$ cat config.mk
export PLATFORM = sky130hd
export DESIGN_NAME = dll_lock
export DESIGN_NICKNAME = d
export VERILOG_FILES = /design/src/verilog/dll_pkg.sv /design/src/verilog/dll_divider.sv /design/src/verilog/dll_lock.sv
export SDC_FILE = /design/constraint.sdc
export NUM_CORES = 2
export LEC_CHECK = 0
export BUFFER_PORTS_ARGS = -buffer_cell sky130_fd_sc_hd__buf_2
export CAP_MARGIN = 20
export CORE_ASPECT_RATIO = 1.2
export CORE_MARGIN = 10
export CORE_UTILIZATION = 25
export DETAILED_ROUTE_END_ITERATION = 8
export PLACE_DENSITY = 0.44
export SETUP_SLACK_MARGIN = 0.3
export SLEW_MARGIN = 20
export SYNTH_ARGS = -nofsm -noshare
export SYNTH_HDL_FRONTEND = slang
export SYNTH_SLANG_ARGS = --single-unit
$ cat constraint.sdc
create_clock -name clk -period 21.2 [get_ports clk]
set_clock_uncertainty 0.05 [all_clocks]
set_input_delay 1.06 -clock clk [delete_from_list [all_inputs] [get_ports clk]]
set_output_delay 1.06 -clock clk [all_outputs]
set_load 0.02 [all_outputs]
$ cat src/verilog/dll_pkg.sv
// Purpose: Shared constants for the delay-locked loop behavioural block
// Assumes: System clock of 200 MHz samples the reference clock pin
// Notes:   All timing figures are converted to system clock cycles here
`default_nettype none
package dll_pkg;
   localparam int          CLK_PERIOD_PS  = 5000;
   localparam int          DRIFT_PS       = 1000;
   localparam int          DRIFT_RAW      = DRIFT_PS / CLK_PERIOD_PS;
   localparam logic [7:0]  DRIFT_CYC      = (DRIFT_RAW < 1) ? 8'h01 : DRIFT_RAW[7:0];
   localparam logic [7:0]  MIN_PERIOD_CYC = 8'h08;
   localparam logic [7:0]  MAX_PERIOD_CYC = 8'hc8;
   localparam logic [7:0]  GAP_SAT        = 8'hff;
   localparam logic [2:0]  LOCK_MATCH     = 3'h4;
   localparam logic [8:0]  INSERT_CYC     = 9'h003;
   localparam int          LINE_AW        = 9;
   localparam logic [2:0]  STEP_LAST      = 3'h7;
   localparam logic [2:0]  DIV_RESET_SEL  = 3'h1;
   localparam logic [6:0]  DIV_EVT_TABLE [8] = '{7'h06, 7'h08, 7'h0a, 7'h0c, 7'h10, 7'h14, 7'h20, 7'h40};
   typedef enum logic {DLL_ACQUIRE, DLL_LOCKED} dll_state_t;
endpackage : dll_pkg
`default_nettype wire

$ cat src/verilog/dll_divider.sv
// Purpose: Fractional clock divider driven by phase-output transition counts
// Assumes: Eight transitions of the four phase outputs make one input period
// Notes:   Ratio n toggles every 4n transitions, so half ratios need no second clock
`timescale 1ns/10ps
`default_nettype none
module dll_divider
   import dll_pkg::*;
(
   input  wire logic       clk,
   input  wire logic       reset,
   input  wire logic       clk_en,
   input  wire logic [2:0] evt_count,
   input  wire logic [2:0] ratio_sel,
   output var  logic       clkdv_reg
);
   logic [6:0] acc_reg;
   logic [7:0] sum;
   logic [6:0] limit;
   logic [7:0] rem;

   assign limit = DIV_EVT_TABLE[ratio_sel];
   assign sum   = {1'b0, acc_reg} + {5'h00, evt_count};
   assign rem   = 8'(sum - {1'b0, limit});

   always_ff @(posedge clk) begin
      if (reset) begin
         acc_reg   <= 7'h00;
         clkdv_reg <= 1'b0;
      end else if (clk_en) begin
         if (sum >= {1'b0, limit}) begin
            // A ratio lowered mid-count could leave a remainder past the new limit
            acc_reg   <= (rem >= {1'b0, limit}) ? 7'h00 : rem[6:0];
            clkdv_reg <= ~clkdv_reg;
         end else begin
            acc_reg <= sum[6:0];
         end
      end
   end
endmodule : dll_divider
`default_nettype wire

$ cat src/verilog/dll_lock.sv
// Purpose: Behavioural delay-locked loop: lock, delay line, phases, start-up hold
// Assumes: Reference clock pin is asynchronous; manual reset comes from clk logic
// Notes:   Output clocks are sampled copies at the system rate, not real clocks
// Contract
// Optional start-up pause at chosen step until lock
// Lock holds while period drifts within 1 ns
// Larger period change needs manual reset by user
// Stops under 100 us, low phase, full high
// Lock flag stays high across permitted stops
// Out-of-spec stop needs manual reset after restart
// Outputs emit further pulses while delay line flushes
// Outputs silent briefly while delay line refills
// Input phase shift reaches outputs undisturbed, later
// Users ignore output clocks until lock
// Output clocks are delayed copies of input
// Delay puts edges one period after pad
// Quadrature phases, doubled and selectable divided clock
// Manual reset drops lock and restarts acquisition
`timescale 1ns/10ps
`default_nettype none
module dll_lock
   import dll_pkg::*;
(
   input  wire logic       clk,
   input  wire logic       reset,
   input  wire logic       clk_en,
   input  wire logic       ref_clk_pin,
   input  wire logic       dll_reset,
   input  wire logic [2:0] div_sel,
   input  wire logic       config_done,
   input  wire logic       startup_wait_en,
   input  wire logic [2:0] startup_hold_step,
   output var  logic       locked_reg,
   output var  logic       clk0_reg,
   output var  logic       clk90_reg,
   output var  logic       clk180_reg,
   output var  logic       clk270_reg,
   output var  logic       clk2x_reg,
   output var  logic       clkdv_reg,
   output var  logic       ref_stopped_reg,
   output var  logic [2:0] startup_step_reg,
   output var  logic       startup_done_reg
);
   logic                ref_meta_reg;
   logic                ref_sync_reg;
   logic                ref_prev_reg;
   logic                ref_rise;
   logic [7:0]          gap_reg;
   logic [7:0]          period_reg;
   logic [2:0]          match_reg;
   dll_state_t          state_reg;
   logic [7:0]          drift;
   logic                in_range;
   logic                within_drift;
   logic                line_mem [2**LINE_AW];
   logic [LINE_AW-1:0]  wr_ptr_reg;
   logic [LINE_AW-1:0]  base_delay;
   logic [LINE_AW-1:0]  quarter;
   logic [3:0]          tap;
   logic [2:0]          evt_count;

   // Pin crosses into clk domain; the second and third stages feed logic, the first never does
   always_ff @(posedge clk) begin
      if (reset) begin
         ref_meta_reg <= 1'b0;
         ref_sync_reg <= 1'b0;
         ref_prev_reg <= 1'b0;
      end else if (clk_en) begin
         ref_meta_reg <= ref_clk_pin;
         ref_sync_reg <= ref_meta_reg;
         ref_prev_reg <= ref_sync_reg;
      end
   end

   assign ref_rise     = ref_sync_reg & ~ref_prev_reg;
   assign drift        = (gap_reg > period_reg) ? 8'(gap_reg - period_reg) : 8'(period_reg - gap_reg);
   assign in_range     = (gap_reg >= MIN_PERIOD_CYC) && (gap_reg <= MAX_PERIOD_CYC);
   assign within_drift = in_range && (drift <= DRIFT_CYC);

   // Cycles since the last rising edge; saturation marks a stopped input
   always_ff @(posedge clk) begin
      if (reset) begin
         gap_reg         <= 8'h00;
         ref_stopped_reg <= 1'b0;
      end else if (clk_en) begin
         if (ref_rise) begin
            gap_reg <= 8'h01;
         end else if (gap_reg != GAP_SAT) begin
            gap_reg <= 8'(gap_reg + 8'h01);
         end
         ref_stopped_reg <= (gap_reg == GAP_SAT) && !ref_rise;
      end
   end

   // Acquisition and lock tracking
   always_ff @(posedge clk) begin
      if (reset || (clk_en && dll_reset)) begin
         state_reg  <= DLL_ACQUIRE;
         locked_reg <= 1'b0;
         match_reg  <= 3'h0;
         period_reg <= 8'h00;
      end else if (clk_en && ref_rise) begin
         unique case (state_reg)
            DLL_ACQUIRE: begin
               period_reg <= gap_reg;
               if (within_drift) begin
                  match_reg <= 3'(match_reg + 3'h1);
                  if (match_reg == 3'(LOCK_MATCH - 3'h1)) begin
                     state_reg  <= DLL_LOCKED;
                     locked_reg <= 1'b1;
                  end
               end else begin
                  match_reg <= 3'h0;
               end
            end
            DLL_LOCKED: begin
               // Tracks slow drift; a larger jump or a long stop leaves the flag up
               if (within_drift) begin
                  period_reg <= gap_reg;
               end
               locked_reg <= 1'b1;
            end
         endcase
      end
   end

   // Delay line: one sample per cycle, read one period minus insertion back
   assign base_delay = {1'b0, period_reg} - INSERT_CYC;
   assign quarter    = {3'h0, period_reg[7:2]};

   always_ff @(posedge clk) begin
      if (reset) begin
         wr_ptr_reg <= '0;
         // Cleared so unknown samples never reach the taps and lock up the divider
         for (int i = 0; i < 2**LINE_AW; i++) begin
            line_mem[i] <= 1'b0;
         end
      end else if (clk_en) begin
         line_mem[wr_ptr_reg] <= ref_sync_reg;
         wr_ptr_reg           <= LINE_AW'(wr_ptr_reg + 1'b1);
      end
   end

   // Taps at 0, 90, 180 and 270 degrees; a stop or shift flushes through late
   genvar g;
   generate
      for (g = 0; g < 4; g++) begin : g_tap
         logic [LINE_AW-1:0] dly;
         assign dly    = LINE_AW'(base_delay + LINE_AW'(g) * quarter);
         assign tap[g] = line_mem[LINE_AW'(wr_ptr_reg - dly)];
      end
   endgenerate

   assign evt_count = 3'(tap[0] ^ clk0_reg) + 3'(tap[1] ^ clk90_reg)
                    + 3'(tap[2] ^ clk180_reg) + 3'(tap[3] ^ clk270_reg);

   always_ff @(posedge clk) begin
      if (reset) begin
         clk0_reg   <= 1'b0;
         clk90_reg  <= 1'b0;
         clk180_reg <= 1'b0;
         clk270_reg <= 1'b0;
         clk2x_reg  <= 1'b0;
      end else if (clk_en) begin
         clk0_reg   <= tap[0];
         clk90_reg  <= tap[1];
         clk180_reg <= tap[2];
         clk270_reg <= tap[3];
         clk2x_reg  <= tap[0] ^ tap[1];
      end
   end

   dll_divider u_dll_divider (
      .clk       (clk),
      .reset     (reset),
      .clk_en    (clk_en),
      .evt_count (evt_count),
      .ratio_sel (div_sel),
      .clkdv_reg (clkdv_reg)
   );

   // Start-up steps run after configuration; the chosen step may wait for lock
   always_ff @(posedge clk) begin
      if (reset) begin
         startup_step_reg <= 3'h0;
         startup_done_reg <= 1'b0;
      end else if (clk_en && config_done && !startup_done_reg) begin
         if (startup_wait_en && (startup_step_reg == startup_hold_step) && !locked_reg) begin
            startup_step_reg <= startup_step_reg;
         end else if (startup_step_reg == STEP_LAST) begin
            startup_done_reg <= 1'b1;
         end else begin
            startup_step_reg <= 3'(startup_step_reg + 3'h1);
         end
      end
   end
endmodule : dll_lock
`default_nettype wire

After elaboration in Yosys (flattened, before gate mapping)
Memory sizes are Yosys's and may differ from the RTL's.
Index checks and enable logic that the tools add are counted.
{ "word_totals": {"reg_bits": 51, "latchBits": 0, "ramBits": 512, "mem_bits_ro": 56, "in_bits": 13, "output_inout_bits": 12, "memories": 2} }
{ "mem_list": {"columns": ["name", "words", "word_bits", "read_ports", "rd_clocked_by_memory_dff", "wr", "line_no", "text"], "rows": [
  ["line_mem", 512, 1, 4, 0, 512, "dll_lock.sv:55", "logic line_mem [2**LINE_AW];"],
  ["(no name shown)", 8, 7, 1, 0, 0, "dll_divider.sv:21", "assign limit = DIV_EVT_TABLE[ratio_sel];"]
]} }
{ "classes": {"n_addsub": 19, "mul": 1, "div": 0, "magnitude_cmp": 7, "eq_ne": 8, "shifts": 0, "muxes": 24, "n_bitwise": 12, "reduce_logical": 22} }
{ "op_table": {"columns": ["operator", "count"], "rows": [
  ["$sub 9x9->9", 4],
  ["$mux 8", 4],
  ["$mux 7", 4],
  ["$ge 8x7->1", 2],
  ["$pmux 8 s2", 1],
  ["$sub 8x8->8", 2],
  ["$mux 1", 12],
  ["$add 9x1->9 const B", 1],
  ["$add 9x6->9", 1],
  ["$add 9x7->9", 1],
  ["$add 9x8->9", 1],
  ["$logic_and 1x1->1", 9],
  ["$mux 9", 1],
  ["$reduce_and 3->1", 3],
  ["$sub 8x2->9 const B", 1],
  ["$add 7x3->8", 1],
  ["$add 8x1->8 const B", 1],
  ["$eq 8x8->1 const B", 1],
  ["$ge 8x4->1 const B", 1],
  ["$gt 8x8->1", 1],
  ["$le 8x1->1 const B", 1],
  ["$le 8x8->1 const B", 1],
  ["$mul 2x6->8 const A", 1],
  ["$ne 8x8->1 const B", 1],
  ["22 further kinds", 37]
]} }

Longest topological paths before layout
An unclocked memory read counts as a cell.
{ "logic_depth": {"depth_word": 13, "depth_mapped": 38, "depth_no_buf": 35} }

Modules after synthesis
A second synthesis with hierarchy kept.
{ "hier_totals": {"hier_cells": 4273, "area_unflattened_um2": 45319.7} }
{ "modules_own_cells": {"columns": ["mod", "instances", "cells_each", "area_each_um2"], "rows": [
  ["dll_lock", 1, 4122, 44099.8],
  ["dll_divider", 1, 151, 1219.9]
]} }

Least setup slack after synthesis
OpenSTA, ideal clock, no wires.
{ "synth_timing": {"kind": "register to register", "startpoint": "register period_reg[0]", "endpoint": "register u_dll_divider.acc_reg[1]", "arrival_ns": 8.835, "path_slack_ns": 12.230, "stages_incl_launch_ff": 33, "path_buffers": 2, "synth_period_minus_slack_ns": 8.970, "path_cell_list": "dfxtp_1 -> ha_1 -> ha_1 -> ha_1 -> inv_1 -> fa_1 -> clkbuf_1 -> buf_1 -> mux4_2 -> mux4_2 -> mux4_2 -> mux2i_1 -> mux2i_1 -> mux2i_1 -> xor2_1 -> fa_1 -> fa_1 -> fa_1 -> xor2_1 -> inv_1 -> ha_1 -> nor2b_1 -> o21ai_0 -> nand2b_1 -> xor2_1 -> ha_1 -> nor2b_1 -> o21ai_0 -> nand2b_1 -> a211o_1 -> nor2_1 -> a22oi_1 -> a211oi_1"} }
{ "synth_via": {"elab_chain_cells": 13, "elab_cells_between_ends": 22} }
{ "synth_rtl": {"columns": ["element", "line_no", "text"], "rows": [
  ["start: declaration", "dll_lock.sv:49", "logic [7:0] period_reg;"],
  ["start signal: assignment", "dll_lock.sv:105", "period_reg <= gap_reg;"],
  ["start signal: assignment", "dll_lock.sv:119", "period_reg <= gap_reg;"],
  ["$sub 8x2->9 *", "dll_lock.sv:128", "assign base_delay = {1'b0, period_reg} - INSERT_CYC;"],
  ["$add 9x6->9", "dll_lock.sv:149", "assign dly = LINE_AW'(base_delay + LINE_AW'(g) * quarter);"],
  ["$sub 9x9->9", "dll_lock.sv:150", "assign tap[g] = line_mem[LINE_AW'(wr_ptr_reg - dly)];"],
  ["$mem_v2 512x1 *", null, null],
  ["$xor 1x1->1", "dll_lock.sv:154", "assign evt_count = 3'(tap[0] ^ clk0_reg) + 3'(tap[1] ^ clk90_reg)"],
  ["$add 1x1->2", "dll_lock.sv:154", null],
  ["$add 2x1->3", "dll_lock.sv:155", "+ 3'(tap[2] ^ clk180_reg) + 3'(tap[3] ^ clk270_reg);"],
  ["$add 3x1->3 *", "dll_lock.sv:155", null],
  ["$add 7x3->8 *", "dll_divider.sv:22", "assign sum = {1'b0, acc_reg} + {5'h00, evt_count};"],
  ["$sub 8x7->8", "dll_divider.sv:23", "assign rem = 8'(sum - {1'b0, limit});"],
  ["$ge 8x7->1", "dll_divider.sv:32", "acc_reg <= (rem >= {1'b0, limit}) ? 7'h00 : rem[6:0];"],
  ["$mux 7", "dll_divider.sv:32", null],
  ["$mux 7 *", "dll_divider.sv:30", "if (sum >= {1'b0, limit}) begin"],
  ["end signal: assignment", "dll_divider.sv:32", null],
  ["end signal: assignment", "dll_divider.sv:35", "acc_reg <= sum[6:0];"],
  ["end: declaration", "dll_divider.sv:16", "logic [6:0] acc_reg;"]
]} }
Mark *: on every way between the ends. The rest lies on a longest branch, timed or not.
A chain may end at the register's enable or synchronous reset.

Worst setup path in the final report
{ "layout_timing": {"startpoint": "register wr_ptr_reg[1]", "endpoint": "register u_dll_divider.acc_reg[1]"} }
{ "layout_via": {"elab_chain_cells": 11, "elab_cells_between_ends": 18} }
{ "layout_rtl": {"columns": ["element", "line_no", "text"], "rows": [
  ["start: declaration", "dll_lock.sv:56", "logic [LINE_AW-1:0] wr_ptr_reg;"],
  ["start signal: assignment", "dll_lock.sv:140", "wr_ptr_reg <= LINE_AW'(wr_ptr_reg + 1'b1);"],
  ["$sub 9x9->9", "dll_lock.sv:150", null],
  ["$mem_v2 512x1 *", null, null],
  ["$xor 1x1->1", "dll_lock.sv:154", null],
  ["$add 1x1->2", "dll_lock.sv:154", null],
  ["$add 2x1->3", "dll_lock.sv:155", null],
  ["$add 3x1->3 *", "dll_lock.sv:155", null],
  ["$add 7x3->8 *", "dll_divider.sv:22", null],
  ["$sub 8x7->8", "dll_divider.sv:23", null],
  ["$ge 8x7->1", "dll_divider.sv:32", null],
  ["$mux 7", "dll_divider.sv:32", null],
  ["$mux 7 *", "dll_divider.sv:30", null]
]} }
Marked as above.

==> impl_metrics.tcl <==
set metrics [dict create \
    run_status "complete, no violations" \
    largest_reg_flops 512 \
    first_pass_iters 5 \
    fmax_ghz 0.0889 \
    drive_above_1_share_pct 26.6 \
    grt_pass1_wl_mm 263 \
    seq_area_frac_synth_pct 36.4 \
    startpoint_type "register" \
    crit_required_ns 21.75 \
    wl_per_cell_um 31.2 \
    slowest_stage "fa_4" \
    viasPerCell 5.71 \
    clkTransAtPathRegs_ns 0.06 \
    hold_class "reg2reg" \
    design_area_mm2 0.0499 \
    holdPathStages 2 \
    finalSetupViolations 0 \
    p_leak_nw 15.5 \
    fin_nets 3600 \
    place_congestion 0.864 \
    gr-usage-all-layers_pct 18.2 \
    final_util_pct 27.9 \
    synth_most_common_cell "mux4_2" \
    async_flop_share_pct 0 \
    setup_tns_ns 0 \
    num_vias 33900 \
    antenna_found_initial 5 \
    critPathMaxStageDelay_ns 1.33 \
    ys.flop_type "edfxtp_1" \
    htree_levels 3 \
    initial_utilization_pct 25.2 \
    ys_top_cells_by_area "edfxtp_1 (34%), mux4_2 (30%), o21bai_1 (8.6%), nor2_1 (4.9%), clkbuf_1 (2.5%)" \
    cts_setup_buffers 0 \
    worst_setup_path_end_kind "register" \
    clock_path_buffers 3 \
    reg2reg_slack_ns 9.95 \
    worstPathMaxFanout 38 \
    ir_worst_vdd_mv 0.0573 \
    rsz0062_at_grt "false" \
    area_growth_pct 10.7 \
    path_class "reg2reg" \
    hp-start "match_reg[2]" \
    synth_common_cells "mux4_2 (601), nor2_1 (586), o21bai_1 (516)" \
    cts_resized 0 \
    min_period_ns 11.25 \
    cp.arrival_ns 11.80 \
    slew_viol_final 0 \
    synth_cell_type_count 74 \
    maxCapViolCount 0 \
    syn_inst 3706 \
    die_area_mm2 0.198 \
    r2r.worst_path.cells 31 \
    finalCritPeriodShare_pct 53.1 \
    placed_cells 5807 \
    synth_fp_nets 3835 \
    slew_headroom_pct 25.7 \
    worst_r2r_endpoint "u_dll_divider.acc_reg[1]" \
    core-area_mm2 0.179 \
    synth_area_mm2 0.0451 \
    cts-hold-fix-buffers 0 \
    hold_path_end "match_reg[2]" \
    powerDensity_mw_per_mm2 78.4 \
    grt_max_degree 113 \
    synth_top_cell_area_share_pct 34.1 \
    hold_viol 0 \
    yosysWarnings 0 \
    die-width_um 408 \
    crit_top_cell "fa_1" \
    drt_iter0_drc 3718 \
    die_y_um 485 \
    place_hpwl_mm 113 \
    overflow 0 \
    place_area_mm2 0.0477 \
    root_buffer "clkbuf_16" \
    io_pins 25 \
    drt_wl_total_mm 185 \
    cts_tree "done" \
    ant_nets 0 \
    ys_ff_latch 563 \
    layoutNonFillerInstCount 5932 \
    clkLatencyLatePin_ns 0.70 \
    io_buffer_count 24 \
    regToRegStartpoint "wr_ptr_reg[1]" \
    cts.sinks 563 \
    worst_slew_pin_slew_ns 1.11 \
    synth_top_area_cell "edfxtp_1" \
    rows 170 \
    syn_avg_cell_area_um2 12.2 \
    grt_pass1_vias 33700 \
    cts_made_buffers 68 \
    drcViolationCount 0 \
    synth_edf_count 512 \
]
-- stage by stage --
step                      setup WS (ns)  total power (W)  hold slack (ns)
after floorplan                   12.23          0.00236            0.382
after global placement             9.96          0.00275            0.396
after detailed placement           9.93          0.00275            0.399
after CTS                          9.92          0.00394            0.408
after global routing               9.32          0.00406            0.437
final                              9.95          0.00391            0.406
-- layout by cell type, fill, tap and decap left out, types with 30 or more instances in the layout --
cell type	instances
a21oi_1	42
buf_4	107
clkbuf_16	70
dfxtp_1	51
edfxtp_1	512
ha_1	86
inv_1	97
mux2i_1	85
mux4_2	601
nand2_1	126
nand3_1	61
nand4_1	30
nor2_1	583
o21ai_0	33
o21bai_1	516
xnor2_1	38
-- layout make-up --
type,count,area [um2]
clock buffer,87,1860
tap,2408,3010
timing repair buffer,135,1020
inverter,99,372
fill,18400,129000
sequential,563,16400
multi-input combinational,2604,27000
antenna,3,7.51
clock inverter,33,265
-- per-layer routing --
layer / share of wire [%] / track usage [%]
met5: 0.0070 / 0
met4: 5.4 / 9.01
met3: 7.6 / 3.04
met2: 48 / 30.3
met1: 39 / 22.7
-- kinds of logic after synthesis --
group,share of synthesized area (%)
xor gates and xnor gates,1.44
muxes,32.3
AOI/OAI and AO/OA,12.4
and+or+nand+nor,8.97
DFF,36.4
buffers and inverters,4.77
adders and majority gates,3.75
-- worst max path at each step --
| stage | start | end | slack (ns) | cells after the start |
|---|---|---|---|---|
| 3_5_place_dp | wr_ptr_reg[1] | u_dll_divider.acc_reg[1] | 9.93 | 31 |
| 3_3_place_gp | wr_ptr_reg[1] | u_dll_divider.acc_reg[1] | 9.96 | 31 |
| 4_1_cts | wr_ptr_reg[1] | u_dll_divider.acc_reg[1] | 9.92 | 31 |
| 2_1_floorplan | period_reg[0] | u_dll_divider.acc_reg[1] | 12.23 | 32 |
| 5_1_grt | wr_ptr_reg[1] | u_dll_divider.acc_reg[1] | 9.32 | 31 |
| 6_report | wr_ptr_reg[1] | u_dll_divider.acc_reg[1] | 9.95 | 31 |
-- where the power goes --
group          switching (W)  internal (W)  leakage (nW)
sequential         0.0000485       0.00125          5.70
combinational       0.000730      0.000702          8.73
clock               0.000525      0.000656          1.03
-- worst max-delay path: cells and delay by family, from the launching register on --
family	cells	cell delay, ns
buffers and inverters	4	0.94
xor gates and xnor gates	3	0.71
adders and majority gates	8	4.03
AOI/OAI and AO/OA	5	1.05
and+or+nand+nor	5	0.68
DFF	1	0.81
muxes	6	2.75
Power figures use the tool's default switching activity.
